`config.mk`:
```
export PLATFORM = sky130hd
export DESIGN_NAME = ieas_ctrl
export DESIGN_NICKNAME = d
export VERILOG_FILES = /design/src/design/ieas_pkg.sv /design/src/design/ieas_fifo_if.sv /design/src/design/ieas_ctrl.sv /design/src/design/ieas_sync.sv /design/src/design/ieas_fifo.sv
export VERILOG_INCLUDE_DIRS = /design/src /design/src/design
export SDC_FILE = /design/constraint.sdc
export NUM_CORES = 1
export LEC_CHECK = 0
export ABC_AREA = 0
export BUFFER_PORTS_ARGS = -buffer_cell sky130_fd_sc_hd__buf_4
export CAP_MARGIN = 20
export CORE_MARGIN = 2
export CORE_UTILIZATION = 25
export CTS_CLUSTER_SIZE = 10
export DETAILED_ROUTE_END_ITERATION = 8
export HOLD_SLACK_MARGIN = 0.08
export PLACE_DENSITY_LB_ADDON = 0.15
export SKIP_CTS_REPAIR_TIMING = 1
export SLEW_MARGIN = 20
export SYNTH_ARGS = -nofsm -noshare
export SYNTH_HDL_FRONTEND = slang
export SYNTH_SLANG_ARGS = --single-unit
```
`constraint.sdc`:
```
create_clock -name sys_clk -period 2.4 [get_ports sys_clk]
set_input_delay 0.36 -clock sys_clk [delete_from_list [all_inputs] [get_ports sys_clk]]
set_output_delay 0.36 -clock sys_clk [all_outputs]
set_load 0.005 [all_outputs]
```
`src/design/ieas_regs.svh`:
```
// register offsets, field positions, reset values and timing counts
`ifndef IEAS_REGS_SVH
`define IEAS_REGS_SVH

// ****************************************************************
// register byte addresses
// ****************************************************************
`define IEAS_ADDR_DATA        32'h5000_1310
`define IEAS_ADDR_CLR_TX_ABRT 32'h5000_1354
`define IEAS_ADDR_ENABLE      32'h5000_136c
`define IEAS_ADDR_STATUS      32'h5000_1370
`define IEAS_ADDR_IRQ_STAT    32'h5000_13a0
`define IEAS_ADDR_IRQ_MASK    32'h5000_13a4

// ****************************************************************
// field positions
// ****************************************************************
`define IEAS_EN_BIT           0
`define IEAS_ABORT_BIT        1
`define IEAS_ST_ACTIVITY      0
`define IEAS_ST_TX_SPACE      1
`define IEAS_ST_TX_EMPTY      2
`define IEAS_ST_RX_NONEMPTY   3
`define IEAS_ST_RX_FULL       4
`define IEAS_ST_MST_BUSY      5
`define IEAS_ST_SLV_BUSY      6
`define IEAS_IRQ_TX_ABRT      0
`define IEAS_IRQ_RX_FULL      1
`define IEAS_IRQ_STOP_DET     2

// ****************************************************************
// reset values and timing
// ****************************************************************
`define IEAS_ENABLE_RST       16'h0000
`define IEAS_STATUS_RST       16'h0006
`define IEAS_IRQ_RST          3'h0
`define IEAS_EN_DELAY         2

`endif

```
`src/design/ieas_pkg.sv`:
```
// types shared by the enable, abort and status block
package ieas_pkg;

	typedef logic [15:0] ieas_reg_t;

	// one-hot abort sequencer states
	typedef enum logic [4:0] {
		AB_IDLE   = 5'b00001,
		AB_FINISH = 5'b00010,
		AB_STOP   = 5'b00100,
		AB_FLUSH  = 5'b01000,
		AB_DONE   = 5'b10000
	} ieas_abort_t;

endpackage

```
`src/design/ieas_fifo_if.sv`:
```
// fifo carrier between the controller core and its fifos
`timescale 1ns/1ps
interface ieas_fifo_if #(
	parameter int W = 8
);
	logic         push;
	logic         pop;
	logic         flush;
	logic [W-1:0] wdata;
	logic [W-1:0] rdata;
	logic         full;
	logic         empty;

	modport owner (
		input  push, pop, flush, wdata,
		output rdata, full, empty
	);
	modport user (
		output push, pop, flush, wdata,
		input  rdata, full, empty
	);
endinterface

```
`src/design/ieas_ctrl.sv`:
```
// enable, abort and status control of an i2c master/slave controller
//
// Decided for this implementation: the plain strobed port.
`timescale 1ns/1ps
`include "ieas_regs.svh"
module ieas_ctrl
	import ieas_pkg::*;
#(
	parameter int DW    = 8,
	parameter int DEPTH = 32
) (
	input  wire logic          sys_clk,
	input  wire logic          rst,
	input  wire logic [31:0]   reg_addr,
	input  wire logic [31:0]   reg_wdata,
	input  wire logic          reg_wr,
	input  wire logic          reg_rd,
	output logic      [31:0]   reg_rdata,
	output logic               irq,
	input  wire logic          scl_in,
	input  wire logic          sda_in,
	input  wire logic          eng_master_busy,
	input  wire logic          eng_slave_busy,
	input  wire logic          eng_rx_active,
	input  wire logic          eng_xfer_done,
	input  wire logic          eng_stop_done,
	input  wire logic          eng_tx_pop,
	input  wire logic          eng_rx_push,
	input  wire logic [DW-1:0] eng_rx_data,
	output logic               eng_enable,
	output logic               eng_stop_req,
	output logic               eng_nack_req,
	output logic               eng_tx_valid,
	output logic      [DW-1:0] eng_tx_data
);
	// ****************************************************************
	// declarations
	// ****************************************************************
	localparam ieas_reg_t en_rst_word = `IEAS_ENABLE_RST;
	ieas_fifo_if #(.W(DW)) tx_f ();
	ieas_fifo_if #(.W(DW)) rx_f ();

	ieas_abort_t ab_state_r;
	ieas_abort_t ab_state_nxt;

	logic             en_ctrl_r;
	logic [`IEAS_EN_DELAY-1:0] en_pipe_r;
	logic             en_eff;
	logic             abort_r;
	logic             tx_locked_r;
	logic             mst_busy_r;
	logic             slv_busy_r;
	logic             bus_busy_r;
	logic             activity;
	logic [1:0]       pins_sync;
	logic             scl_s;
	logic             sda_s;
	logic             scl_d_r;
	logic             sda_d_r;
	logic             start_det;
	logic             stop_det;
	logic [2:0]       irq_stat_r;
	logic [2:0]       irq_mask_r;
	logic [2:0]       irq_evt;
	logic [2:0]       irq_w1c;
	logic             rx_full_d_r;
	logic             wr_enable;
	logic             wr_data;
	logic             rd_data;
	logic             rd_clr_abrt;
	logic             abort_flush;
	ieas_reg_t        status_word;
	ieas_reg_t        rd_word;

	// ****************************************************************
	// register decode
	// ****************************************************************
	assign wr_enable   = reg_wr && (reg_addr == `IEAS_ADDR_ENABLE);
	assign wr_data     = reg_wr && (reg_addr == `IEAS_ADDR_DATA);
	assign rd_data     = reg_rd && (reg_addr == `IEAS_ADDR_DATA);
	assign rd_clr_abrt = reg_rd && (reg_addr == `IEAS_ADDR_CLR_TX_ABRT);

	// ****************************************************************
	// enable bit and its two-cycle delay
	// ****************************************************************
	always_ff @(posedge sys_clk or posedge rst) begin
		if (rst) begin
			en_ctrl_r <= en_rst_word[`IEAS_EN_BIT];
		end else if (wr_enable) begin
			// disabling mid-transfer is allowed; orderly shutdown is up
			// to software
			en_ctrl_r <= reg_wdata[`IEAS_EN_BIT];
		end
	end

	// the engine and fifos follow the delayed copy, not the register
	always_ff @(posedge sys_clk or posedge rst) begin
		if (rst) begin
			en_pipe_r <= '0;
		end else begin
			en_pipe_r <= {en_pipe_r[`IEAS_EN_DELAY-2:0], en_ctrl_r};
		end
	end

	assign en_eff = en_pipe_r[`IEAS_EN_DELAY-1];

	// ****************************************************************
	// abort bit
	// ****************************************************************
	// a set request needs the register enable already high; zero writes
	// are ignored, only the sequencer may clear the bit
	always_ff @(posedge sys_clk or posedge rst) begin
		if (rst) begin
			abort_r <= en_rst_word[`IEAS_ABORT_BIT];
		end else if (wr_enable && reg_wdata[`IEAS_ABORT_BIT] &&
			en_ctrl_r) begin
			abort_r <= 1'b1;
		end else if (ab_state_r == AB_DONE) begin
			abort_r <= 1'b0;
		end
	end

	// ****************************************************************
	// abort sequencer
	// ****************************************************************
	always_comb begin
		ab_state_nxt = ab_state_r;
		case (ab_state_r)
			AB_IDLE: begin
				if (abort_r) begin
					ab_state_nxt = AB_FINISH;
				end
			end
			AB_FINISH: begin
				// let the byte on the wire complete first
				if (eng_xfer_done || !mst_busy_r) begin
					ab_state_nxt = AB_STOP;
				end
			end
			AB_STOP: begin
				if (eng_stop_done || !mst_busy_r) begin
					ab_state_nxt = AB_FLUSH;
				end
			end
			AB_FLUSH: begin
				ab_state_nxt = AB_DONE;
			end
			AB_DONE: begin
				ab_state_nxt = AB_IDLE;
			end
			default: begin
				ab_state_nxt = AB_IDLE;
			end
		endcase
	end

	always_ff @(posedge sys_clk or posedge rst) begin
		if (rst) begin
			ab_state_r <= AB_IDLE;
		end else begin
			ab_state_r <= ab_state_nxt;
		end
	end

	assign abort_flush = (ab_state_r == AB_FLUSH);

	// the stop request holds until the engine reports the stop or idles
	always_ff @(posedge sys_clk or posedge rst) begin
		if (rst) begin
			eng_stop_req <= 1'b0;
		end else begin
			eng_stop_req <= (ab_state_nxt == AB_STOP);
		end
	end

	// after an abort flush the tx fifo refuses writes until released
	always_ff @(posedge sys_clk or posedge rst) begin
		if (rst) begin
			tx_locked_r <= 1'b0;
		end else if (abort_flush) begin
			tx_locked_r <= 1'b1;
		end else if (rd_clr_abrt) begin
			tx_locked_r <= 1'b0;
		end
	end

	// ****************************************************************
	// fifos
	// ****************************************************************
	// a disabled controller holds both fifos flushed; the byte already
	// handed to the engine still completes on the wire
	assign tx_f.flush = !en_eff || abort_flush;
	assign tx_f.push  = wr_data && en_eff && !tx_locked_r;
	assign tx_f.wdata = reg_wdata[DW-1:0];
	assign tx_f.pop   = eng_tx_pop;
	assign rx_f.flush = !en_eff;
	assign rx_f.push  = eng_rx_push && en_eff;
	assign rx_f.wdata = eng_rx_data;
	assign rx_f.pop   = rd_data;

	ieas_fifo #(.W(DW), .DEPTH(DEPTH)) u_tx_fifo (
		.sys_clk (sys_clk),
		.rst     (rst),
		.f       (tx_f.owner)
	);

	ieas_fifo #(.W(DW), .DEPTH(DEPTH)) u_rx_fifo (
		.sys_clk (sys_clk),
		.rst     (rst),
		.f       (rx_f.owner)
	);

	// ****************************************************************
	// engine side outputs
	// ****************************************************************
	// valid and data lag the fifo by one cycle, so the engine spaces
	// its pops by at least two cycles
	always_ff @(posedge sys_clk or posedge rst) begin
		if (rst) begin
			eng_enable   <= 1'b0;
			eng_nack_req <= 1'b0;
			eng_tx_valid <= 1'b0;
			eng_tx_data  <= '0;
		end else begin
			eng_enable   <= en_eff;
			eng_nack_req <= !en_eff && eng_rx_active;
			eng_tx_valid <= !tx_f.empty && !tx_f.flush && !tx_f.pop;
			eng_tx_data  <= tx_f.rdata;
		end
	end

	// ****************************************************************
	// bus activity monitor
	// ****************************************************************
	ieas_sync #(.W(2)) u_pin_sync (
		.sys_clk (sys_clk),
		.rst     (rst),
		.pin_in  ({scl_in, sda_in}),
		.pin_out (pins_sync)
	);

	assign scl_s     = pins_sync[1];
	assign sda_s     = pins_sync[0];
	assign start_det = scl_s && scl_d_r && sda_d_r && !sda_s;
	assign stop_det  = scl_s && scl_d_r && !sda_d_r && sda_s;

	always_ff @(posedge sys_clk or posedge rst) begin
		if (rst) begin
			scl_d_r    <= 1'b1;
			sda_d_r    <= 1'b1;
			bus_busy_r <= 1'b0;
		end else begin
			scl_d_r <= scl_s;
			sda_d_r <= sda_s;
			if (start_det) begin
				bus_busy_r <= 1'b1;
			end else if (stop_det) begin
				bus_busy_r <= 1'b0;
			end
		end
	end

	always_ff @(posedge sys_clk or posedge rst) begin
		if (rst) begin
			mst_busy_r <= 1'b0;
			slv_busy_r <= 1'b0;
		end else begin
			mst_busy_r <= eng_master_busy;
			slv_busy_r <= eng_slave_busy;
		end
	end

	assign activity = mst_busy_r || slv_busy_r || bus_busy_r;

	// ****************************************************************
	// interrupt status and mask
	// ****************************************************************
	always_ff @(posedge sys_clk or posedge rst) begin
		if (rst) begin
			rx_full_d_r <= 1'b0;
		end else begin
			rx_full_d_r <= rx_f.full;
		end
	end

	// tx empty raises no event of its own
	assign irq_evt[`IEAS_IRQ_TX_ABRT]  = (ab_state_r == AB_DONE);
	assign irq_evt[`IEAS_IRQ_RX_FULL]  = rx_f.full && !rx_full_d_r;
	assign irq_evt[`IEAS_IRQ_STOP_DET] = stop_det;

	always_comb begin
		irq_w1c = '0;
		if (reg_wr && (reg_addr == `IEAS_ADDR_IRQ_STAT)) begin
			irq_w1c = reg_wdata[2:0];
		end
		if (rd_clr_abrt) begin
			irq_w1c[`IEAS_IRQ_TX_ABRT] = 1'b1;
		end
		// bits survive a disable and drop only once idle
		if (!en_eff && !activity) begin
			irq_w1c = '1;
		end
	end

	// a new event in the clearing cycle wins over the clear
	always_ff @(posedge sys_clk or posedge rst) begin
		if (rst) begin
			irq_stat_r <= `IEAS_IRQ_RST;
		end else begin
			irq_stat_r <= (irq_stat_r & ~irq_w1c) | irq_evt;
		end
	end

	always_ff @(posedge sys_clk or posedge rst) begin
		if (rst) begin
			irq_mask_r <= `IEAS_IRQ_RST;
		end else if (reg_wr && (reg_addr == `IEAS_ADDR_IRQ_MASK)) begin
			irq_mask_r <= reg_wdata[2:0];
		end
	end

	always_ff @(posedge sys_clk or posedge rst) begin
		if (rst) begin
			irq <= 1'b0;
		end else begin
			irq <= |(irq_stat_r & irq_mask_r);
		end
	end

	// ****************************************************************
	// status word and read path
	// ****************************************************************
	always_comb begin
		status_word = '0;
		status_word[`IEAS_ST_SLV_BUSY]    = slv_busy_r;
		status_word[`IEAS_ST_MST_BUSY]    = mst_busy_r;
		status_word[`IEAS_ST_RX_FULL]     = rx_f.full;
		status_word[`IEAS_ST_RX_NONEMPTY] = !rx_f.empty;
		status_word[`IEAS_ST_TX_EMPTY]    = tx_f.empty;
		status_word[`IEAS_ST_TX_SPACE]    = !tx_f.full;
		status_word[`IEAS_ST_ACTIVITY]    = activity;
	end

	always_comb begin
		rd_word = '0;
		case (reg_addr)
			`IEAS_ADDR_ENABLE: begin
				rd_word[`IEAS_EN_BIT]    = en_ctrl_r;
				rd_word[`IEAS_ABORT_BIT] = abort_r;
			end
			`IEAS_ADDR_STATUS: begin
				rd_word = status_word;
			end
			`IEAS_ADDR_DATA: begin
				rd_word[DW-1:0] = rx_f.empty ? '0 : rx_f.rdata;
			end
			`IEAS_ADDR_IRQ_STAT: begin
				rd_word[2:0] = irq_stat_r;
			end
			`IEAS_ADDR_IRQ_MASK: begin
				rd_word[2:0] = irq_mask_r;
			end
			default: begin
				rd_word = '0;
			end
		endcase
	end

	// read data stand for exactly the cycle after the strobe
	always_ff @(posedge sys_clk or posedge rst) begin
		if (rst) begin
			reg_rdata <= '0;
		end else if (reg_rd) begin
			reg_rdata <= {16'h0000, rd_word};
		end else begin
			reg_rdata <= '0;
		end
	end
endmodule // ieas_ctrl

```
`src/design/ieas_sync.sv`:
```
// three-stage pin sampler; a change counts once stages two and three agree
`timescale 1ns/1ps
module ieas_sync #(
	parameter int W = 2
) (
	input  wire logic         sys_clk,
	input  wire logic         rst,
	input  wire logic [W-1:0] pin_in,
	output logic      [W-1:0] pin_out
);
	logic [W-1:0] s1_r;
	logic [W-1:0] s2_r;
	logic [W-1:0] s3_r;

	// idle bus lines are high, so start from one
	always_ff @(posedge sys_clk or posedge rst) begin
		if (rst) begin
			s1_r    <= '1;
			s2_r    <= '1;
			s3_r    <= '1;
			pin_out <= '1;
		end else begin
			s1_r <= pin_in;
			s2_r <= s1_r;
			s3_r <= s2_r;
			for (int i = 0; i < W; i++) begin
				if (s2_r[i] == s3_r[i]) begin
					pin_out[i] <= s3_r[i];
				end
			end
		end
	end
endmodule // ieas_sync

```
`src/design/ieas_fifo.sv`:
```
// small synchronous fifo with registered full and empty flags
`timescale 1ns/1ps
module ieas_fifo #(
	parameter int W     = 8,
	parameter int DEPTH = 32
) (
	input  wire logic   sys_clk,
	input  wire logic   rst,
	ieas_fifo_if.owner  f
);
	localparam int AW = $clog2(DEPTH);

	logic [W-1:0]  mem [DEPTH];
	logic [AW-1:0] wr_ptr_r;
	logic [AW-1:0] rd_ptr_r;
	logic [AW:0]   count_r;
	logic [AW:0]   count_nxt;
	logic          do_push;
	logic          do_pop;

	assign do_push = f.push && !f.full;
	assign do_pop  = f.pop && !f.empty;
	assign f.rdata = mem[rd_ptr_r];

	always_comb begin
		count_nxt = count_r;
		if (do_push && !do_pop) begin
			count_nxt = count_r + (AW+1)'(1);
		end else if (do_pop && !do_push) begin
			count_nxt = count_r - (AW+1)'(1);
		end
	end

	always_ff @(posedge sys_clk) begin
		if (do_push && !f.flush) begin
			mem[wr_ptr_r] <= f.wdata;
		end
	end

	// flush wins over push and pop so a held flush keeps it empty
	always_ff @(posedge sys_clk or posedge rst) begin
		if (rst) begin
			wr_ptr_r <= '0;
			rd_ptr_r <= '0;
			count_r  <= '0;
			f.full   <= 1'b0;
			f.empty  <= 1'b1;
		end else if (f.flush) begin
			wr_ptr_r <= '0;
			rd_ptr_r <= '0;
			count_r  <= '0;
			f.full   <= 1'b0;
			f.empty  <= 1'b1;
		end else begin
			if (do_push) begin
				wr_ptr_r <= (wr_ptr_r == AW'(DEPTH-1)) ? '0 : wr_ptr_r + AW'(1);
			end
			if (do_pop) begin
				rd_ptr_r <= (rd_ptr_r == AW'(DEPTH-1)) ? '0 : rd_ptr_r + AW'(1);
			end
			count_r <= count_nxt;
			f.full  <= (count_nxt == (AW+1)'(DEPTH));
			f.empty <= (count_nxt == '0);
		end
	end
endmodule // ieas_fifo

```
==> reports/results.ini <==
[yosys]
synth_cell_type_count=80
yosys.area.top_type_share_pct=62.94
syn_area_sq_mm=0.02443
synth_area_leader_cell=edfxtp_1
synth_area_leaders=edfxtp_1 (63%), mux4_2 (12%), dfrtp_1 (7.6%), mux2i_1 (2.2%), nor2_1 (1.5%)
yosysWarningCount=0
seq_area_frac_synth_pct=71.92
ys_ff_latch=599
synthArstFlopShare_pct=14.52
synthCells=1344
synth.avg_cell_area_sq_um=18.17
synth_edf_count=512
synth_top_flop_cell=edfxtp_1

[setup_path]
worstPathMaxFanout=7
path_cells=clkbuf_16 -> buf_6 -> mux4_2 -> mux4_2 -> o211ai_1 -> a21oi_1
critical_path_arrival_ps=2950
critPathKind=flip-flop to flip-flop
required_ps=2890
start_kind=flip-flop
slowest_delay_ps=560
worst_setup_path_end_kind=flip-flop
cp_top_family=multiplexers
path_buf_inv=2
crit_top_cell=mux4_2
crit_slowest_cell=mux4_2

[sta]
rsz0062_at_grt=true
fin_crit_sh_pct=102.6
post-route-min-period_ps=2461
fmax_mhz=406.3
hold_viol=0
worstMarginPinSlew_ps=593.5
skew_ps=19.33
maxSlewViolCount=0
setup_violations=17
relSlewSlack_pct=60.43
layout_setup_ws_ps=-61.27
tns_ps=-284.1

[clock_tree]
worstSkewPairLatency_ps=630
clkSinkCount=599
cts_tree=built
cts_root_buffer=clkbuf_16
cts.path.max_buffers=3
htreeDepth=3
clk_pin_slew_worst_paths_ps=60
numCtsBuffers=74

[detailed_routing]
drt_iter0_markers=962
post_drt_wl_per_cell_um=21.87
drtAntennaViolNets=0
drc=0
dr.pass1.iters=5
routed_wirelength_mm=64.21
routed-via-count=13160
viasPerCell=4.482

[global_routing]
grt_usage_pct=12.89
first_global_vias=13630
grt_pass1_wl_mm=94.38
grt_max_degree=36
grt_overflow=0
antenna_found_initial=2

[die]
coreArea_sq_mm=0.09671
placementRows=114
die_w_um=316.6
die_h_um=316.6
dieArea_sq_mm=0.1002
start_util_pct=25.26
io_pins=130

[run_status]
violations=setup timing
status=finished, violations left

[cells_and_area]
fillCellCount=9431
antenna_cells=0
fin_nets=1718
area_delta_synth_final_pct=25.62
drive_gt1_share_pct=34.94

[placed_design]
gp_congestion=0.8055
place_ws_ps=-517.3
io_buffers=81
dp_hpwl_mm=42.01

[hold_path]
hp-class=primary input to flip-flop

[job]
drv_cap=0

[power_and_ir_drop]
ir_drop_uv=479.1
total_leakage_power_uw=0.01004
powerDensity_mw_per_mm2=721.2

## report_power, final
group | switching [uW] | internal, uW | leakage [uW]
Clock | 4330 | 5820 | 0.00105
Combinational | 330 | 184 | 0.00327
Sequential | 75.9 | 11400 | 0.00572
## stage by stage
stage                     power (uW)  instances  instance area (sq um)  util (%)  hold slack, ps
after floorplan                11860       1367                  24870         -           331.2
final                          22130       2936                  30680     31.73           127.9
after global placement         12180       2794                  28120     29.08           339.9
after detailed placement       12200       2794                  28120     29.08           347.2
after CTS                      22450       2915                  30290     31.32          -228.3
after global routing           22910       2936                  30680     31.73           105.9
## cell type report
| type | count | area [sq um] | share of cell area (%) |
|---|---|---|---|
| Tap cell | 1276 | 1597 | 5.203 |
| Sequential cell | 599 | 17580 | 57.29 |
| Multi-Input combinational cell | 660 | 6874 | 22.40 |
| Inverter | 19 | 75.07 | 0.2447 |
| Timing Repair Buffer | 261 | 2395 | 7.805 |
| Clock inverter | 20 | 171.4 | 0.5587 |
| Clock buffer | 101 | 1993 | 6.496 |
## cells in the final DEF (no fill, tap or decap), drive strengths merged, types with 4 or more instances in the layout
cell type and n:
xor2 4, nor3 18, a221oi 23, nand3b 6
nand2 52, ha 18, edfxtp 512, mux2 12
nand2b 9, or3b 4, and3 7, conb 24
clkinv 17, dfrtp 74, nor2 96, nand4 5
nor3b 5, buf 252, or3 5, a21oi 22
xnor2 7, dlygate4sd3 8, a21boi 5, a22oi 12
mux4 127, clkbuf 102, nor4 11, or4 10
mux2i 54, a31oi 10, nor2b 12, dfstp 13
and2 8, nand3 22, inv 21, nor4b 7
o21ai 29
## synthesized netlist by cell type, drive strengths merged, types with 11 or more instances
cell type  instances
a221oi            23
a21oi             22
dfstp             13
o21ai             29
nor2b             12
nor4              11
buf               45
nor3              18
nor2              96
dfrtp             74
mux4             127
a22oi             12
clkbuf            44
ha                18
mux2i             54
nand3             22
nand2             52
inv               18
edfxtp           512
mux2              12
## logic make-up after synthesis
group | share of synthesized area, %
DFF | 71.92
xor gates and xnor gates | 0.3944
adders and majority gates | 1.004
and+or+nand+nor | 6.485
buffers and inverters | 2.162
other | 0.01535
muxes | 14.49
AOI/OAI and AO/OA | 3.524
## registers in the layout, summed over array words and instances, names as in the netlist, 5 cells and up
register            count
u_tx_fifo.wr_ptr_r      5
u_rx_fifo.count_r       6
u_rx_fifo.wr_ptr_r      5
u_tx_fifo.count_r       6
u_rx_fifo.mem         256
reg_rdata               8
ab_state_r              5
u_tx_fifo.rd_ptr_r      5
u_tx_fifo.mem         256
eng_tx_data             8
u_rx_fifo.rd_ptr_r      5
## worst paths after layout
check                                       from                end  slack [ps]  cells past startpoint
setup reg to reg           u_rx_fifo.rd_ptr_r[0]       reg_rdata[1]         -60                      6
hold reg to reg                     en_pipe_r[0]       en_pipe_r[1]         360                      0
max in group asynchronous                    rst  u_tx_fifo.f.empty        1420                      4
min in group asynchronous                    rst      ab_state_r[2]         360                      3
setup / recovery           u_rx_fifo.rd_ptr_r[0]       reg_rdata[1]         -60                      6
hold / removal                     eng_xfer_done      ab_state_r[1]         130                      4
## tightest hold or removal path, cell delays in order
cell,delay [ps]
buf_4,80
nand2b_1,110
o22a_1,120
nor4_1,40
## routing by layer
layer | GRT usage (%) | wire, um | vias to the layer above
met5 | 0 | 28 | -
met4 | 4.106 | 1624 | 4
met3 | 2.171 | 2292 | 100
met2 | 20.05 | 29720 | 235
met1 | 18.35 | 30550 | 6916
li1 | - | - | 5903
Power figures use the tool's default switching activity.
